[config.mk]
export PLATFORM = sky130hd
export DESIGN_NAME = fsl_led_driver
export DESIGN_NICKNAME = d
export VERILOG_FILES = /design/src/logic/fsl_pkg.sv /design/src/logic/fsl_toggle.sv /design/src/logic/fsl_led_driver.sv
export VERILOG_INCLUDE_DIRS = /design/src /design/src/logic
export SDC_FILE = /design/constraint.sdc
export NUM_CORES = 1
export LEC_CHECK = 0
export ABC_CLOCK_PERIOD_IN_PS = 2200
export BUFFER_PORTS_ARGS = -buffer_cell sky130_fd_sc_hd__buf_4
export CORE_AREA = 2 2 135 137
export DETAILED_ROUTE_END_ITERATION = 8
export DIE_AREA = 0 0 137 139
export PLACE_DENSITY_LB_ADDON = 0.12
export SLEW_MARGIN = 10
export SYNTH_ARGS = -nofsm -noshare
export SYNTH_HDL_FRONTEND = slang
export SYNTH_SLANG_ARGS = --single-unit
export TNS_END_PERCENT = 50
[constraint.sdc]
create_clock -name clk -period 2.2 [get_ports clk]
set_input_delay 0.33 -clock clk [delete_from_list [all_inputs] [get_ports clk]]
set_output_delay 0.33 -clock clk [all_outputs]
set_load 0.01 [all_outputs]
[src/logic/fsl_regs.svh]
`ifndef FSL_REGS_SVH
`define FSL_REGS_SVH

////////////////////////////////////////////////////////////////////////////////
// clock and pattern timing
`define FSL_CLK_HZ            50000000
`define FSL_UNIT_MS           200
`define FSL_SINGLE_OFF_MS     1000
`define FSL_DOUBLE_OFF_MS     1000
`define FSL_LDR_IDLE_HZ       1
`define FSL_LDR_BUSY_HZ       6
`define FSL_FLICKER_MS        50
`define FSL_UNIT_CYC          ((`FSL_CLK_HZ / 1000) * `FSL_UNIT_MS)
`define FSL_LDR_IDLE_CYC      (`FSL_CLK_HZ / (2 * `FSL_LDR_IDLE_HZ))
`define FSL_LDR_BUSY_CYC      (`FSL_CLK_HZ / (2 * `FSL_LDR_BUSY_HZ))
`define FSL_FLICKER_CYC       ((`FSL_CLK_HZ / 1000) * `FSL_FLICKER_MS)
`define FSL_SINGLE_PHASES     (1 + (`FSL_SINGLE_OFF_MS / `FSL_UNIT_MS))
`define FSL_DOUBLE_PHASES     (3 + (`FSL_DOUBLE_OFF_MS / `FSL_UNIT_MS))

////////////////////////////////////////////////////////////////////////////////
// register offsets (byte addresses)
`define FSL_ADDR_LAMP         8'h00
`define FSL_ADDR_IRQ_STAT     8'h04
`define FSL_ADDR_IRQ_MASK     8'h08

////////////////////////////////////////////////////////////////////////////////
// lamp status fields
`define FSL_LAMP_OUT_GRN      0
`define FSL_LAMP_IN_GRN       1
`define FSL_LAMP_NET_GRN      2
`define FSL_LAMP_NET_RED      3
`define FSL_LAMP_ERR_RED      4
`define FSL_LAMP_AL_LSB       8
`define FSL_LAMP_LDR_RUN      12
`define FSL_LAMP_LDR_BUSY     13

////////////////////////////////////////////////////////////////////////////////
// interrupt status and mask fields
`define FSL_IRQ_W             6
`define FSL_IRQ_LINK          0
`define FSL_IRQ_AL            1
`define FSL_IRQ_CFG           2
`define FSL_IRQ_WDOG          3
`define FSL_IRQ_FATAL         4
`define FSL_IRQ_LDR           5
`define FSL_IRQ_MASK_RST      6'h00

`endif

[src/logic/fsl_pkg.sv]
`default_nettype none

package fsl_pkg;

  // slave communication state as reported by the controller
  typedef enum logic [1:0] {
    FSL_AL_INIT,
    FSL_AL_PREOP,
    FSL_AL_SAFEOP,
    FSL_AL_OP
  } fsl_al_e;

  // error lamp pattern, most severe last
  typedef enum logic [2:0] {
    FSL_ERR_OFF,
    FSL_ERR_BLINK,
    FSL_ERR_SINGLE,
    FSL_ERR_DOUBLE,
    FSL_ERR_STEADY,
    FSL_ERR_LOADER
  } fsl_err_e;

endpackage : fsl_pkg

`default_nettype wire

[src/logic/fsl_toggle.sv]
`timescale 1ns/1ns
`default_nettype none

module fsl_toggle #(
  parameter int unsigned HALF_CYC = 10
) (
  input  wire logic clk,
  input  wire logic srst,
  output logic      tick,
  output logic      level
);

  localparam int unsigned CW = (HALF_CYC > 1) ? $clog2(HALF_CYC) : 1;

  generate
    if (HALF_CYC < 1) begin : g_bad_half
      $error("fsl_toggle: HALF_CYC must be at least one");
    end
  endgenerate

  logic [CW-1:0] cnt_ff;
  logic          tick_ff;
  logic          level_ff;
  wire logic     wrap;

  assign wrap  = (cnt_ff == CW'(HALF_CYC - 1));
  assign tick  = tick_ff;
  assign level = level_ff;

  always_ff @(posedge clk) begin
    if (srst) begin
      cnt_ff   <= '0;
      tick_ff  <= 1'b0;
      level_ff <= 1'b0;
    end else begin
      cnt_ff   <= wrap ? '0 : cnt_ff + CW'(1);
      tick_ff  <= wrap;
      level_ff <= level_ff ^ wrap;
    end
  end

endmodule : fsl_toggle

`default_nettype wire

[src/logic/fsl_led_driver.sv]
`timescale 1ns/1ns
`default_nettype none
`include "fsl_regs.svh"

// Operation
// four lamps: outgoing and incoming link/activity, network state, error
// link lamp dark without physical link or before the controller started
// link lamp steady green with link but no frame traffic
// link lamp flickers green while frames pass on its port
// network lamp dark in Init
// network lamp blinks green in Pre-Operational
// network lamp single-flashes green in Safe-Operational
// network lamp steady green in Operational
// network lamp red only while the firmware loader runs
// loader idle: network and error lamps blink at 1 Hz
// loader processing commands: network and error lamps blink at 6 Hz
// error lamp dark when no error is present
// error lamp red for any error; configuration error blinks
// error lamp single flash when the state change field equals 01 hex
// error lamp double flash after a sync manager watchdog timeout
// error lamp steady on interface failure or fatal stall
// blink 200 ms toggle; flashes 200 ms pulses, 1000 ms off
// error lamp shows the most severe active pattern
module fsl_led_driver #(
  parameter int unsigned UNIT_CYC     = `FSL_UNIT_CYC,
  parameter int unsigned LDR_IDLE_CYC = `FSL_LDR_IDLE_CYC,
  parameter int unsigned LDR_BUSY_CYC = `FSL_LDR_BUSY_CYC,
  parameter int unsigned FLICKER_CYC  = `FSL_FLICKER_CYC
) (
  input  wire logic        clk,
  input  wire logic        srst,
  // bus
  input  wire logic        hsel,
  input  wire logic [31:0] haddr,
  input  wire logic [1:0]  htrans,
  input  wire logic        hwrite,
  input  wire logic [2:0]  hsize,
  input  wire logic [31:0] hwdata,
  input  wire logic        hready,
  output logic             hreadyout,
  output logic             hresp,
  output logic [31:0]      hrdata,
  // detectors and sources
  input  wire logic        ctrl_started,
  input  wire logic        link_out,
  input  wire logic        link_in,
  input  wire logic        frame_out,
  input  wire logic        frame_in,
  input  wire logic [1:0]  al_state,
  input  wire logic [7:0]  al_change,
  input  wire logic        cfg_error,
  input  wire logic        sm_wdog_timeout,
  input  wire logic        pdi_fail,
  input  wire logic        fatal_stall,
  input  wire logic        firmware_loader_protocol_run,
  input  wire logic        firmware_loader_protocol_busy,
  // lamps and interrupt
  output logic             lamp_out_green,
  output logic             lamp_in_green,
  output logic             lamp_net_green,
  output logic             lamp_net_red,
  output logic             lamp_err_red,
  output logic             irq
);

  generate
    if (UNIT_CYC < 1 || LDR_IDLE_CYC < 1 || LDR_BUSY_CYC < 1 || FLICKER_CYC < 1)
    begin : g_bad_timing
      $error("fsl_led_driver: every timing count must be at least one");
    end
  endgenerate

  localparam int unsigned SPH = `FSL_SINGLE_PHASES;
  localparam int unsigned DPH = `FSL_DOUBLE_PHASES;

  ////////////////////////////////////////////////////////////////////////////
  // time bases
  wire logic unit_tick;
  wire logic unit_lvl;
  wire logic idle_lvl;
  wire logic busy_lvl;
  wire logic flick_tick;
  wire logic flick_lvl;

  // 200 ms blink base, also paces the flash phases
  fsl_toggle #(.HALF_CYC(UNIT_CYC)) u_unit (
    .clk   (clk),
    .srst  (srst),
    .tick  (unit_tick),
    .level (unit_lvl)
  );

  fsl_toggle #(.HALF_CYC(LDR_IDLE_CYC)) u_ldr_idle (
    .clk   (clk),
    .srst  (srst),
    .tick  (),
    .level (idle_lvl)
  );

  fsl_toggle #(.HALF_CYC(LDR_BUSY_CYC)) u_ldr_busy (
    .clk   (clk),
    .srst  (srst),
    .tick  (),
    .level (busy_lvl)
  );

  fsl_toggle #(.HALF_CYC(FLICKER_CYC)) u_flick (
    .clk   (clk),
    .srst  (srst),
    .tick  (flick_tick),
    .level (flick_lvl)
  );

  ////////////////////////////////////////////////////////////////////////////
  // flash phase counters
  logic [3:0] sph_ff;
  logic [3:0] dph_ff;
  wire logic  single_on;
  wire logic  double_on;

  always_ff @(posedge clk) begin
    if (srst) begin
      sph_ff <= 4'h0;
      dph_ff <= 4'h0;
    end else if (unit_tick) begin
      sph_ff <= (sph_ff == 4'(SPH - 1)) ? 4'h0 : sph_ff + 4'h1;
      dph_ff <= (dph_ff == 4'(DPH - 1)) ? 4'h0 : dph_ff + 4'h1;
    end
  end

  // one 200 ms pulse, then the off stretch
  assign single_on = (sph_ff == 4'h0);
  // two 200 ms pulses 200 ms apart, then the off stretch
  assign double_on = (dph_ff == 4'h0) || (dph_ff == 4'h2);

  ////////////////////////////////////////////////////////////////////////////
  // frame activity stretch, so short frames still give visible flicker
  logic act_out_seen_ff;
  logic act_in_seen_ff;
  logic act_out_ff;
  logic act_in_ff;

  always_ff @(posedge clk) begin
    if (srst) begin
      act_out_seen_ff <= 1'b0;
      act_in_seen_ff  <= 1'b0;
      act_out_ff      <= 1'b0;
      act_in_ff       <= 1'b0;
    end else if (flick_tick) begin
      act_out_ff      <= act_out_seen_ff | frame_out;
      act_in_ff       <= act_in_seen_ff | frame_in;
      act_out_seen_ff <= 1'b0;
      act_in_seen_ff  <= 1'b0;
    end else begin
      act_out_seen_ff <= act_out_seen_ff | frame_out;
      act_in_seen_ff  <= act_in_seen_ff | frame_in;
    end
  end

  ////////////////////////////////////////////////////////////////////////////
  // lamp selection
  wire logic             up_out;
  wire logic             up_in;
  wire logic             nxt_out_grn;
  wire logic             nxt_in_grn;
  wire logic             ldr_run;
  wire logic             ldr_lvl;
  wire logic             al_applied;
  fsl_pkg::fsl_al_e      al_cur;
  fsl_pkg::fsl_err_e     err_sel;
  logic                  nxt_net_grn;
  logic                  nxt_err_red;
  wire logic             nxt_net_red;

  assign up_out = ctrl_started & link_out;
  assign up_in  = ctrl_started & link_in;
  // steady with link, flicker during traffic
  assign nxt_out_grn = up_out & (act_out_ff ? flick_lvl : 1'b1);
  assign nxt_in_grn  = up_in & (act_in_ff ? flick_lvl : 1'b1);

  assign ldr_run = firmware_loader_protocol_run;
  // busy loader blinks fast, idle loader slow
  assign ldr_lvl = firmware_loader_protocol_busy ? busy_lvl : idle_lvl;

  assign al_cur     = fsl_pkg::fsl_al_e'(al_state);
  assign al_applied = (al_change == 8'h01);

  always_comb begin
    case (al_cur)
      fsl_pkg::FSL_AL_INIT:   nxt_net_grn = 1'b0;
      fsl_pkg::FSL_AL_PREOP:  nxt_net_grn = unit_lvl;
      fsl_pkg::FSL_AL_SAFEOP: nxt_net_grn = single_on;
      fsl_pkg::FSL_AL_OP:     nxt_net_grn = 1'b1;
      default:                nxt_net_grn = 1'b0;
    endcase
    if (ldr_run) begin
      nxt_net_grn = 1'b0;
    end
  end

  // red network colour is reserved for the loader
  assign nxt_net_red = ldr_run & ldr_lvl;

  // severity order
  always_comb begin
    if (ldr_run) begin
      err_sel = fsl_pkg::FSL_ERR_LOADER;
    end else if (pdi_fail || fatal_stall) begin
      err_sel = fsl_pkg::FSL_ERR_STEADY;
    end else if (sm_wdog_timeout) begin
      err_sel = fsl_pkg::FSL_ERR_DOUBLE;
    end else if (al_applied) begin
      err_sel = fsl_pkg::FSL_ERR_SINGLE;
    end else if (cfg_error) begin
      err_sel = fsl_pkg::FSL_ERR_BLINK;
    end else begin
      err_sel = fsl_pkg::FSL_ERR_OFF;
    end
  end

  always_comb begin
    case (err_sel)
      fsl_pkg::FSL_ERR_OFF:    nxt_err_red = 1'b0;
      fsl_pkg::FSL_ERR_BLINK:  nxt_err_red = unit_lvl;
      fsl_pkg::FSL_ERR_SINGLE: nxt_err_red = single_on;
      fsl_pkg::FSL_ERR_DOUBLE: nxt_err_red = double_on;
      fsl_pkg::FSL_ERR_STEADY: nxt_err_red = 1'b1;
      fsl_pkg::FSL_ERR_LOADER: nxt_err_red = ldr_lvl;
      default:                 nxt_err_red = 1'b0;
    endcase
  end

  logic lamp_out_ff;
  logic lamp_in_ff;
  logic net_grn_ff;
  logic net_red_ff;
  logic err_red_ff;

  always_ff @(posedge clk) begin
    if (srst) begin
      lamp_out_ff <= 1'b0;
      lamp_in_ff  <= 1'b0;
      net_grn_ff  <= 1'b0;
      net_red_ff  <= 1'b0;
      err_red_ff  <= 1'b0;
    end else begin
      lamp_out_ff <= nxt_out_grn;
      lamp_in_ff  <= nxt_in_grn;
      net_grn_ff  <= nxt_net_grn;
      net_red_ff  <= nxt_net_red;
      err_red_ff  <= nxt_err_red;
    end
  end

  // four lamps, network lamp bicolour
  assign lamp_out_green = lamp_out_ff;
  assign lamp_in_green  = lamp_in_ff;
  assign lamp_net_green = net_grn_ff;
  assign lamp_net_red   = net_red_ff;
  assign lamp_err_red   = err_red_ff;

  ////////////////////////////////////////////////////////////////////////////
  // event detection
  logic [1:0]           link_d_ff;
  logic [1:0]           al_d_ff;
  logic                 cfg_d_ff;
  logic                 wdog_d_ff;
  logic                 fatal_d_ff;
  logic                 ldr_d_ff;
  wire logic [`FSL_IRQ_W-1:0] evt;

  always_ff @(posedge clk) begin
    if (srst) begin
      link_d_ff  <= 2'h0;
      al_d_ff    <= 2'h0;
      cfg_d_ff   <= 1'b0;
      wdog_d_ff  <= 1'b0;
      fatal_d_ff <= 1'b0;
      ldr_d_ff   <= 1'b0;
    end else begin
      link_d_ff  <= {up_in, up_out};
      al_d_ff    <= al_state;
      cfg_d_ff   <= cfg_error;
      wdog_d_ff  <= sm_wdog_timeout;
      fatal_d_ff <= pdi_fail | fatal_stall;
      ldr_d_ff   <= ldr_run;
    end
  end

  assign evt[`FSL_IRQ_LINK]  = (link_d_ff != {up_in, up_out});
  assign evt[`FSL_IRQ_AL]    = (al_d_ff != al_state);
  assign evt[`FSL_IRQ_CFG]   = cfg_error & ~cfg_d_ff;
  assign evt[`FSL_IRQ_WDOG]  = sm_wdog_timeout & ~wdog_d_ff;
  assign evt[`FSL_IRQ_FATAL] = (pdi_fail | fatal_stall) & ~fatal_d_ff;
  assign evt[`FSL_IRQ_LDR]   = ldr_run & ~ldr_d_ff;

  ////////////////////////////////////////////////////////////////////////////
  // bus slave: zero wait states, always OKAY
  logic                 dph_wr_ff;
  logic [7:0]           dph_addr_ff;
  logic [31:0]          rdata_ff;
  logic [`FSL_IRQ_W-1:0] irq_stat_ff;
  logic [`FSL_IRQ_W-1:0] irq_mask_ff;
  logic [31:0]          lamp_word;
  wire logic            ap_take;
  wire logic            ap_rd;
  wire logic            ap_wr;
  wire logic            in_range;
  wire logic            sel_lamp;
  wire logic            sel_stat;
  wire logic            sel_mask;
  wire logic            wr_mask;
  wire logic            rd_clr;
  wire logic [31:0]     nxt_rdata;
  wire logic [`FSL_IRQ_W-1:0] nxt_irq_stat;

  assign ap_take  = hsel & hready & htrans[1];
  assign ap_rd    = ap_take & ~hwrite;
  assign ap_wr    = ap_take & hwrite & (hsize == 3'h2);
  assign in_range = (haddr[31:8] == 24'h000000) & (haddr[1:0] == 2'h0);
  assign sel_lamp = in_range & (haddr[7:0] == `FSL_ADDR_LAMP);
  assign sel_stat = in_range & (haddr[7:0] == `FSL_ADDR_IRQ_STAT);
  assign sel_mask = in_range & (haddr[7:0] == `FSL_ADDR_IRQ_MASK);

  always_comb begin
    lamp_word = 32'h0000_0000;
    lamp_word[`FSL_LAMP_OUT_GRN] = lamp_out_ff;
    lamp_word[`FSL_LAMP_IN_GRN]  = lamp_in_ff;
    lamp_word[`FSL_LAMP_NET_GRN] = net_grn_ff;
    lamp_word[`FSL_LAMP_NET_RED] = net_red_ff;
    lamp_word[`FSL_LAMP_ERR_RED] = err_red_ff;
    lamp_word[`FSL_LAMP_AL_LSB +: 2] = al_state;
    lamp_word[`FSL_LAMP_LDR_RUN]  = ldr_run;
    lamp_word[`FSL_LAMP_LDR_BUSY] = firmware_loader_protocol_busy;
  end

  // unmapped reads return zero
  assign nxt_rdata = sel_lamp ? lamp_word :
                     sel_stat ? {{(32-`FSL_IRQ_W){1'b0}}, irq_stat_ff} :
                     sel_mask ? {{(32-`FSL_IRQ_W){1'b0}}, irq_mask_ff} :
                     32'h0000_0000;

  // read clears, but a new event in the same cycle survives
  assign rd_clr       = ap_rd & sel_stat;
  assign nxt_irq_stat = (rd_clr ? {`FSL_IRQ_W{1'b0}} : irq_stat_ff) | evt;
  assign wr_mask      = dph_wr_ff & (dph_addr_ff == `FSL_ADDR_IRQ_MASK);

  always_ff @(posedge clk) begin
    if (srst) begin
      dph_wr_ff   <= 1'b0;
      dph_addr_ff <= 8'h00;
      rdata_ff    <= 32'h0000_0000;
    end else begin
      dph_wr_ff   <= ap_wr & in_range;
      dph_addr_ff <= haddr[7:0];
      rdata_ff    <= ap_rd ? nxt_rdata : 32'h0000_0000;
    end
  end

  always_ff @(posedge clk) begin
    if (srst) begin
      irq_stat_ff <= {`FSL_IRQ_W{1'b0}};
      irq_mask_ff <= `FSL_IRQ_MASK_RST;
    end else begin
      irq_stat_ff <= nxt_irq_stat;
      irq_mask_ff <= wr_mask ? hwdata[`FSL_IRQ_W-1:0] : irq_mask_ff;
    end
  end

  assign hreadyout = 1'b1;
  assign hresp     = 1'b0;
  assign hrdata    = rdata_ff;
  assign irq       = |(irq_stat_ff & irq_mask_ff);

endmodule : fsl_led_driver

`default_nettype wire

Word level (Yosys, flattened, before mapping). Index checks and enable logic that the tools add are counted.

Add/subtract/negate cells: 6. $mul: 0. Div/mod/pow operators: 0. $lt $le $gt $ge: 0. Eq/ne operators: 22. Shifts and indexed selects: 0. Mux-type cells: 16. Bitwise operators: 36. Reductions and logical operators: 18.

Operator list (number): $add A22 B1 Y22 const B (2); $eq A22 B22 Y1 const B (2); $add A25 B1 Y25 const B (1); $eq A25 B25 Y1 const B (1); $add A24 B1 Y24 const B (1); $eq A24 B24 Y1 const B (1); $logic_not A24 Y1 (1); $and A1 B1 Y1 (21); $mux W6 (3); $eq A8 B4 Y1 const B (2); $mux W14 (1); $reduce_or A2 Y1 (7); $eq A3 B2 Y1 const B (3); $add A4 B1 Y4 const B (2); $eq A4 B3 Y1 const B (2); $eq A8 B1 Y1 const B (1); $eq A8 B3 Y1 const B (1); $logic_not A4 Y1 (2); $logic_not A8 Y1 (1); $mux W4 (2); $and A6 B6 Y6 (1); $eq A3 B3 Y1 const B (2); $mux W3 (2); $not A1 Y1 (6); 17 further kinds (30).

Register bits: 177. Latch bits: 0. Memory bits (writable): 0. ROM bits: 0. Bits of input ports: 95. Output and inout bits: 40. Word-level logic and storage cells: 132. Memories: 0.

Longest topological paths before layout.
Depth in word-level cells: 7. Mapped depth: 7. Mapped depth without buffers: 6.

Modules after synthesis. From an unflattened synthesis, not the netlist that was laid out.

Cell total of the unflattened synthesis: 786. Area total of the unflattened synthesis: 7079.3 µm².

By module, submodules not included: fsl_led_driver (times used 1, cells an instance 261, area an instance 2456.1 µm², sequential area each 1121.1 µm²); fsl_toggle at u_ldr_idle (times used 1, cells an instance 142, area an instance 1226.2 µm², sequential area each 540.5 µm²); fsl_toggle at u_unit (times used 1, cells an instance 136, area an instance 1191.1 µm², sequential area each 520.5 µm²); fsl_toggle at u_ldr_busy (times used 1, cells an instance 125, area an instance 1123.6 µm², sequential area each 480.5 µm²); fsl_toggle at u_flick (times used 1, cells an instance 122, area an instance 1082.3 µm², sequential area each 480.5 µm²).

Worst setup path before layout. Ideal clock, no wire load.

Kind: input to register. Start point: input port haddr[5]. End point: register rdata_ff[12], in the netlist hrdata[12]. Library setup time: 88 ps. Arrival: 1868 ps. Slack: 244 ps. Cell stages on the path: 5. Cell sequence: or4_4 or3_1 buf_2 or3_4 nor4_2.

Longest elaborated chain between the ends: 3.

Ends and longest elaborated chain: start: declaration (line fsl_led_driver.sv:34) `input wire logic [31:0] haddr,`; $logic_not A8 Y1 (no source line); $and A1 B1 Y1 (line fsl_led_driver.sv:321) `` assign sel_lamp = in_range & (haddr[7:0] == `FSL_ADDR_LAMP); ``; $mux W14 (line fsl_led_driver.sv:338) `assign nxt_rdata = sel_lamp ? lamp_word :`; end signal: assignment (line fsl_led_driver.sv:356) `rdata_ff <= ap_rd ? nxt_rdata : 32'h0000_0000;`; end: declaration (line fsl_led_driver.sv:301) `logic [31:0] rdata_ff;`.

Every way passes these cells. A chain may end at the register's enable or synchronous reset.

Final worst setup path.
Start point: register u_unit.cnt_ff[3]. End point: register u_unit.cnt_ff[21].

Longest elaborated chain between the ends: 2. Elaborated cells between the ends (all ways): 3.

Ends and longest elaborated chain: start: declaration (line fsl_toggle.sv:21) `logic [CW-1:0] cnt_ff;`; start signal: assignment (line fsl_toggle.sv:36) `cnt_ff <= wrap ? '0 : cnt_ff + CW'(1);`; branches (longest 2 deep; another with $add A24 B1 Y24).

Several ways; the timed one is not identified.

==> run_results.csv <==
group,metric,value,unit
routing,first_iter_violations,346,
synthesis,synth_warnings,0,
sta,hold_viol,0,
power_and_ir_drop,sequentialPowerShare,0.437,
critical_path,r2r_slack,0.17,ns
critical_path,path_cells,"nand4_4 -> or4_1 -> or4_1 -> a21oi_1",
worst_hold_path,worstHoldPathType,"input port to flip-flop",
layout,diodes,0,
routing,drc_errors,0,
placed_design,port_buffers,83,
synthesis,synth_ff_type,"dfxtp_1",
critical_path,end_kind,"flip-flop",
layout,nets,982,
sta,fin_crit_sh,0.9217,
sta,max_slew_margin,0.6190,
grt,first_global_vias,5541,
critical_path,cp_slowest_stage_delay,0.72,ns
synthesis,synth_cell_types,50,
clocking,clk_pin_slew_worst_paths,0.07,ns
clocking,htreeDepth,4,
critical_path,required,2.56,ns
sta,holdWs,0.1373,ns
power_and_ir_drop,internal_power,5.251,mW
layout,multi_input_area,0.003483,mm2
routing,via_count,5848,
floorplanning,die_y,139,um
power_and_ir_drop,netSwitchingFraction,0.2081,
grt,grt_max_degree,43,
placed_design,hpwl,10900,um
critical_path,rr_endpoint,"u_unit.cnt_ff[21]$_SDFF_PP0_",
critical_path,start_kind,"flip-flop",
floorplanning,rows,49,
routing,drt_first_pass_iters,4,
layout,utilization,0.4765,
power_and_ir_drop,power,6.631,mW
clocking,cts_resized,0,
floorplanning,coreArea,0.01766,mm2
sta,max_clock_freq,493.1,MHz
layout,regArea,0.003103,mm2
placed_design,dpl_cell_area,0.007714,mm2
sta,setup_tns,0,ns
power_and_ir_drop,p_clk_frac,0.516,
grt,gr-usage-all-layers,0.1595,
critical_path,reg2regPathDepth,4,
sta,setup_violations,0,
critical_path,cp_max_fo,12,
sta,clock_skew,0.009437,ns
sta,slew_viol_final,0,
floorplanning,die_x,137,um
synthesis,synth-seq-cells,155,
status,status,"complete, no violations",
clocking,cts-root-buf,"clkbuf_16",
layout,final_area,0.008413,mm2
critical_path,crit_buf_inv,0,
clocking,clock_path_buffers,2,
synthesis,synth_edf_count,0,
critical_path,critPathKind,"flip-flop to flip-flop",
clocking,post_cts_buffers,0,
clocking,ctsHoldBuffers,0,
clocking,tritoncts,"built",
synthesis,ys_seq_area_frac,0.4505,
sta,fin_crit,2.028,ns
layout,areaGrowthSynthToFinish,22.14,%
routing,ant_nets,0,
job,drv_cap,0,
critical_path,arrival,2.38,ns
floorplanning,die-area,0.01904,mm2
floorplanning,initial_core_util,0.3901,
synthesis,synthesis.area,0.006888,mm2
critical_path,crit_family,"simple AND/OR/NAND/NOR gates",
critical_path,crit_top_cell,"or4_1",
power_and_ir_drop,comb_power_share,0.047,
worst_hold_path,worstHoldStart,"hwdata[3]",
clocking,clock_latency,0.43,ns
floorplanning,ioPinCount,135,
layout,n_fill_cell,1702,
grt,grt_remaining_overflow,0,
power_and_ir_drop,p_per_area,788.2,mW/mm2
synthesis,syn_area_per_cell,8.708,um2
synthesis,ys_async_sr_fraction,0,
routing,wl_per_cell,13.38,um
clocking,cts-buffers-inserted,17,
worst_hold_path,holdPathEnd,"irq_mask_ff[3]$_SDFFE_PP0P_",
layout,drive_gt1_frac,0.1558,
synthesis,synth_cells,791,
routing,route.final.wire_length,15000,um
power_and_ir_drop,ir_drop,0.5652,mV
grt,antenna_found_initial,0,
clocking,clkSinkCount,155,
worst_hold_path,hold_depth,3,
power_and_ir_drop,p_switching,1.380,mW
sta,tightest_slew,0.5662,ns
sta,rsz0062_at_grt,"false",
routing,via_per_inst,5.217,
power_and_ir_drop,leakagePower,3.071,nW
grt,grt_pass1_wl,24830,um
placed_design,gp_congestion,0.8009,
critical_path,r2r_start,"u_unit.cnt_ff[3]$_SDFF_PP0_",
critical_path,critPathSlowestCell,"or4_1",
-- flip-flops by register name (all words and copies together) (netlist names), 2 cells and up --
| register | cells |
|---|---|
| irq_stat_ff | 6 |
| al_d_ff | 2 |
| dph_ff | 4 |
| sph_ff | 4 |
| u_ldr_busy.cnt_ff | 22 |
| irq_mask_ff | 6 |
| hrdata | 10 |
| u_flick.cnt_ff | 22 |
| u_unit.cnt_ff | 24 |
| dph_addr_ff | 8 |
| u_ldr_idle.cnt_ff | 25 |
| link_d_ff | 2 |
-- synth_stat cells, types with 6 or more instances --
library cell,n,share of area
or3_1,32,0.029
xnor2_1,31,0.039
ha_1,8,0.015
clkbuf_1,23,0.013
or4_1,19,0.021
and2_1,6,0.0055
buf_4,24,0.026
nor3_1,29,0.021
nand2_1,39,0.021
o31ai_1,20,0.022
nand4_1,27,0.025
dfxtp_1,155,0.45
and3_1,7,0.0064
mux2i_1,13,0.019
inv_1,24,0.013
nor2_1,100,0.054
o21ai_0,32,0.023
nor4bb_1,7,0.010
nor2b_1,14,0.013
nor4_1,14,0.013
nand3_1,33,0.024
a21oi_1,50,0.036
xor2_1,23,0.029
and4_1,11,0.014
-- area by class of cell --
cell class	instances	area share
clock inverter	12	0.02766
sequential	155	0.3688
clock buffer	20	0.05547
multi-input combinational	581	0.4140
inverter	24	0.01071
timing repair buffer	100	0.08923
tap	229	0.03406
-- power groups by stage --
stage | registers [mW] | logic, mW | clock network (mW)
floorplan | 2.95 | 0.199 | 0
global placement | 2.96 | 0.305 | 0
detailed placement | 2.96 | 0.313 | 0
CTS | 2.90 | 0.314 | 3.50
global route | 2.90 | 0.348 | 3.63
finish | 2.90 | 0.312 | 3.42
-- layer usage --
metal / GRT usage / share of wire / vias to the layer above / wire length [um]
met5: 0 / 0 / - / 0
li1: - / - / 2956 / -
met2: 0.2755 / 0.49 / 103 / 7377
met1: 0.1880 / 0.45 / 2773 / 6691
met4: 0.05751 / 0.014 / 0 / 217
met3: 0.04240 / 0.048 / 16 / 716
-- tightest hold or removal path, cell delays in order --
cell and delay (ns):
buf_4 0.08, mux2i_1 0.05, nor2_1 0.07
-- through the flow --
stage | instances | worst slack, ns
2_1_floorplan | 813 | 0.2440
3_3_place_gp | 1089 | 0.1209
3_5_place_dp | 1089 | 0.1117
4_1_cts | 1121 | 0.1610
5_1_grt | 1121 | 0.02761
6_report | 1121 | 0.1722
-- cell usage in the layout, fill, tap and decap left out, drive strengths merged, types with 8 or more instances in the layout --
cell type	n
nor2b	14
and4	11
mux2i	13
dfxtp	155
conb	24
or3	33
buf	100
nand2	39
a21oi	50
nor3	29
o31ai	20
or4	20
nand3	33
ha	8
clkbuf	20
xnor2	31
inv	26
nor4	15
o21ai	32
nor2	100
nand4	28
xor2	23
-- kinds of logic (layout without fill, tap and decap cells) --
| kind of cell | Yosys count | count (layout) | share of synthesized area |
|---|---|---|---|
| simple gates | 358 | 358 | 0.2841 |
| buf+inv | 77 | 156 | 0.05577 |
| mux | 14 | 14 | 0.02053 |
| fa+ha+maj | 8 | 8 | 0.01453 |
| flops | 155 | 155 | 0.4505 |
| compound gates | 123 | 123 | 0.1048 |
| xor+xnor | 54 | 54 | 0.06866 |
| other cells | 2 | 24 | 0.001090 |
-- worst max-delay path by stage --
stage,startpoint,to,slack (ns),cells past startpoint
after floorplan,haddr[5],hrdata[12]$_SDFF_PP0_,0.24,5
after global placement,haddr[5],hrdata[12]$_SDFF_PP0_,0.12,5
after detailed placement,haddr[5],hrdata[12]$_SDFF_PP0_,0.11,5
after CTS,u_unit.cnt_ff[3]$_SDFF_PP0_,u_unit.cnt_ff[21]$_SDFF_PP0_,0.16,4
after global routing,u_unit.cnt_ff[0]$_SDFF_PP0_,u_unit.cnt_ff[3]$_SDFF_PP0_,0.03,6
final,u_unit.cnt_ff[3]$_SDFF_PP0_,u_unit.cnt_ff[21]$_SDFF_PP0_,0.17,4
Power figures use the tool's default switching activity.
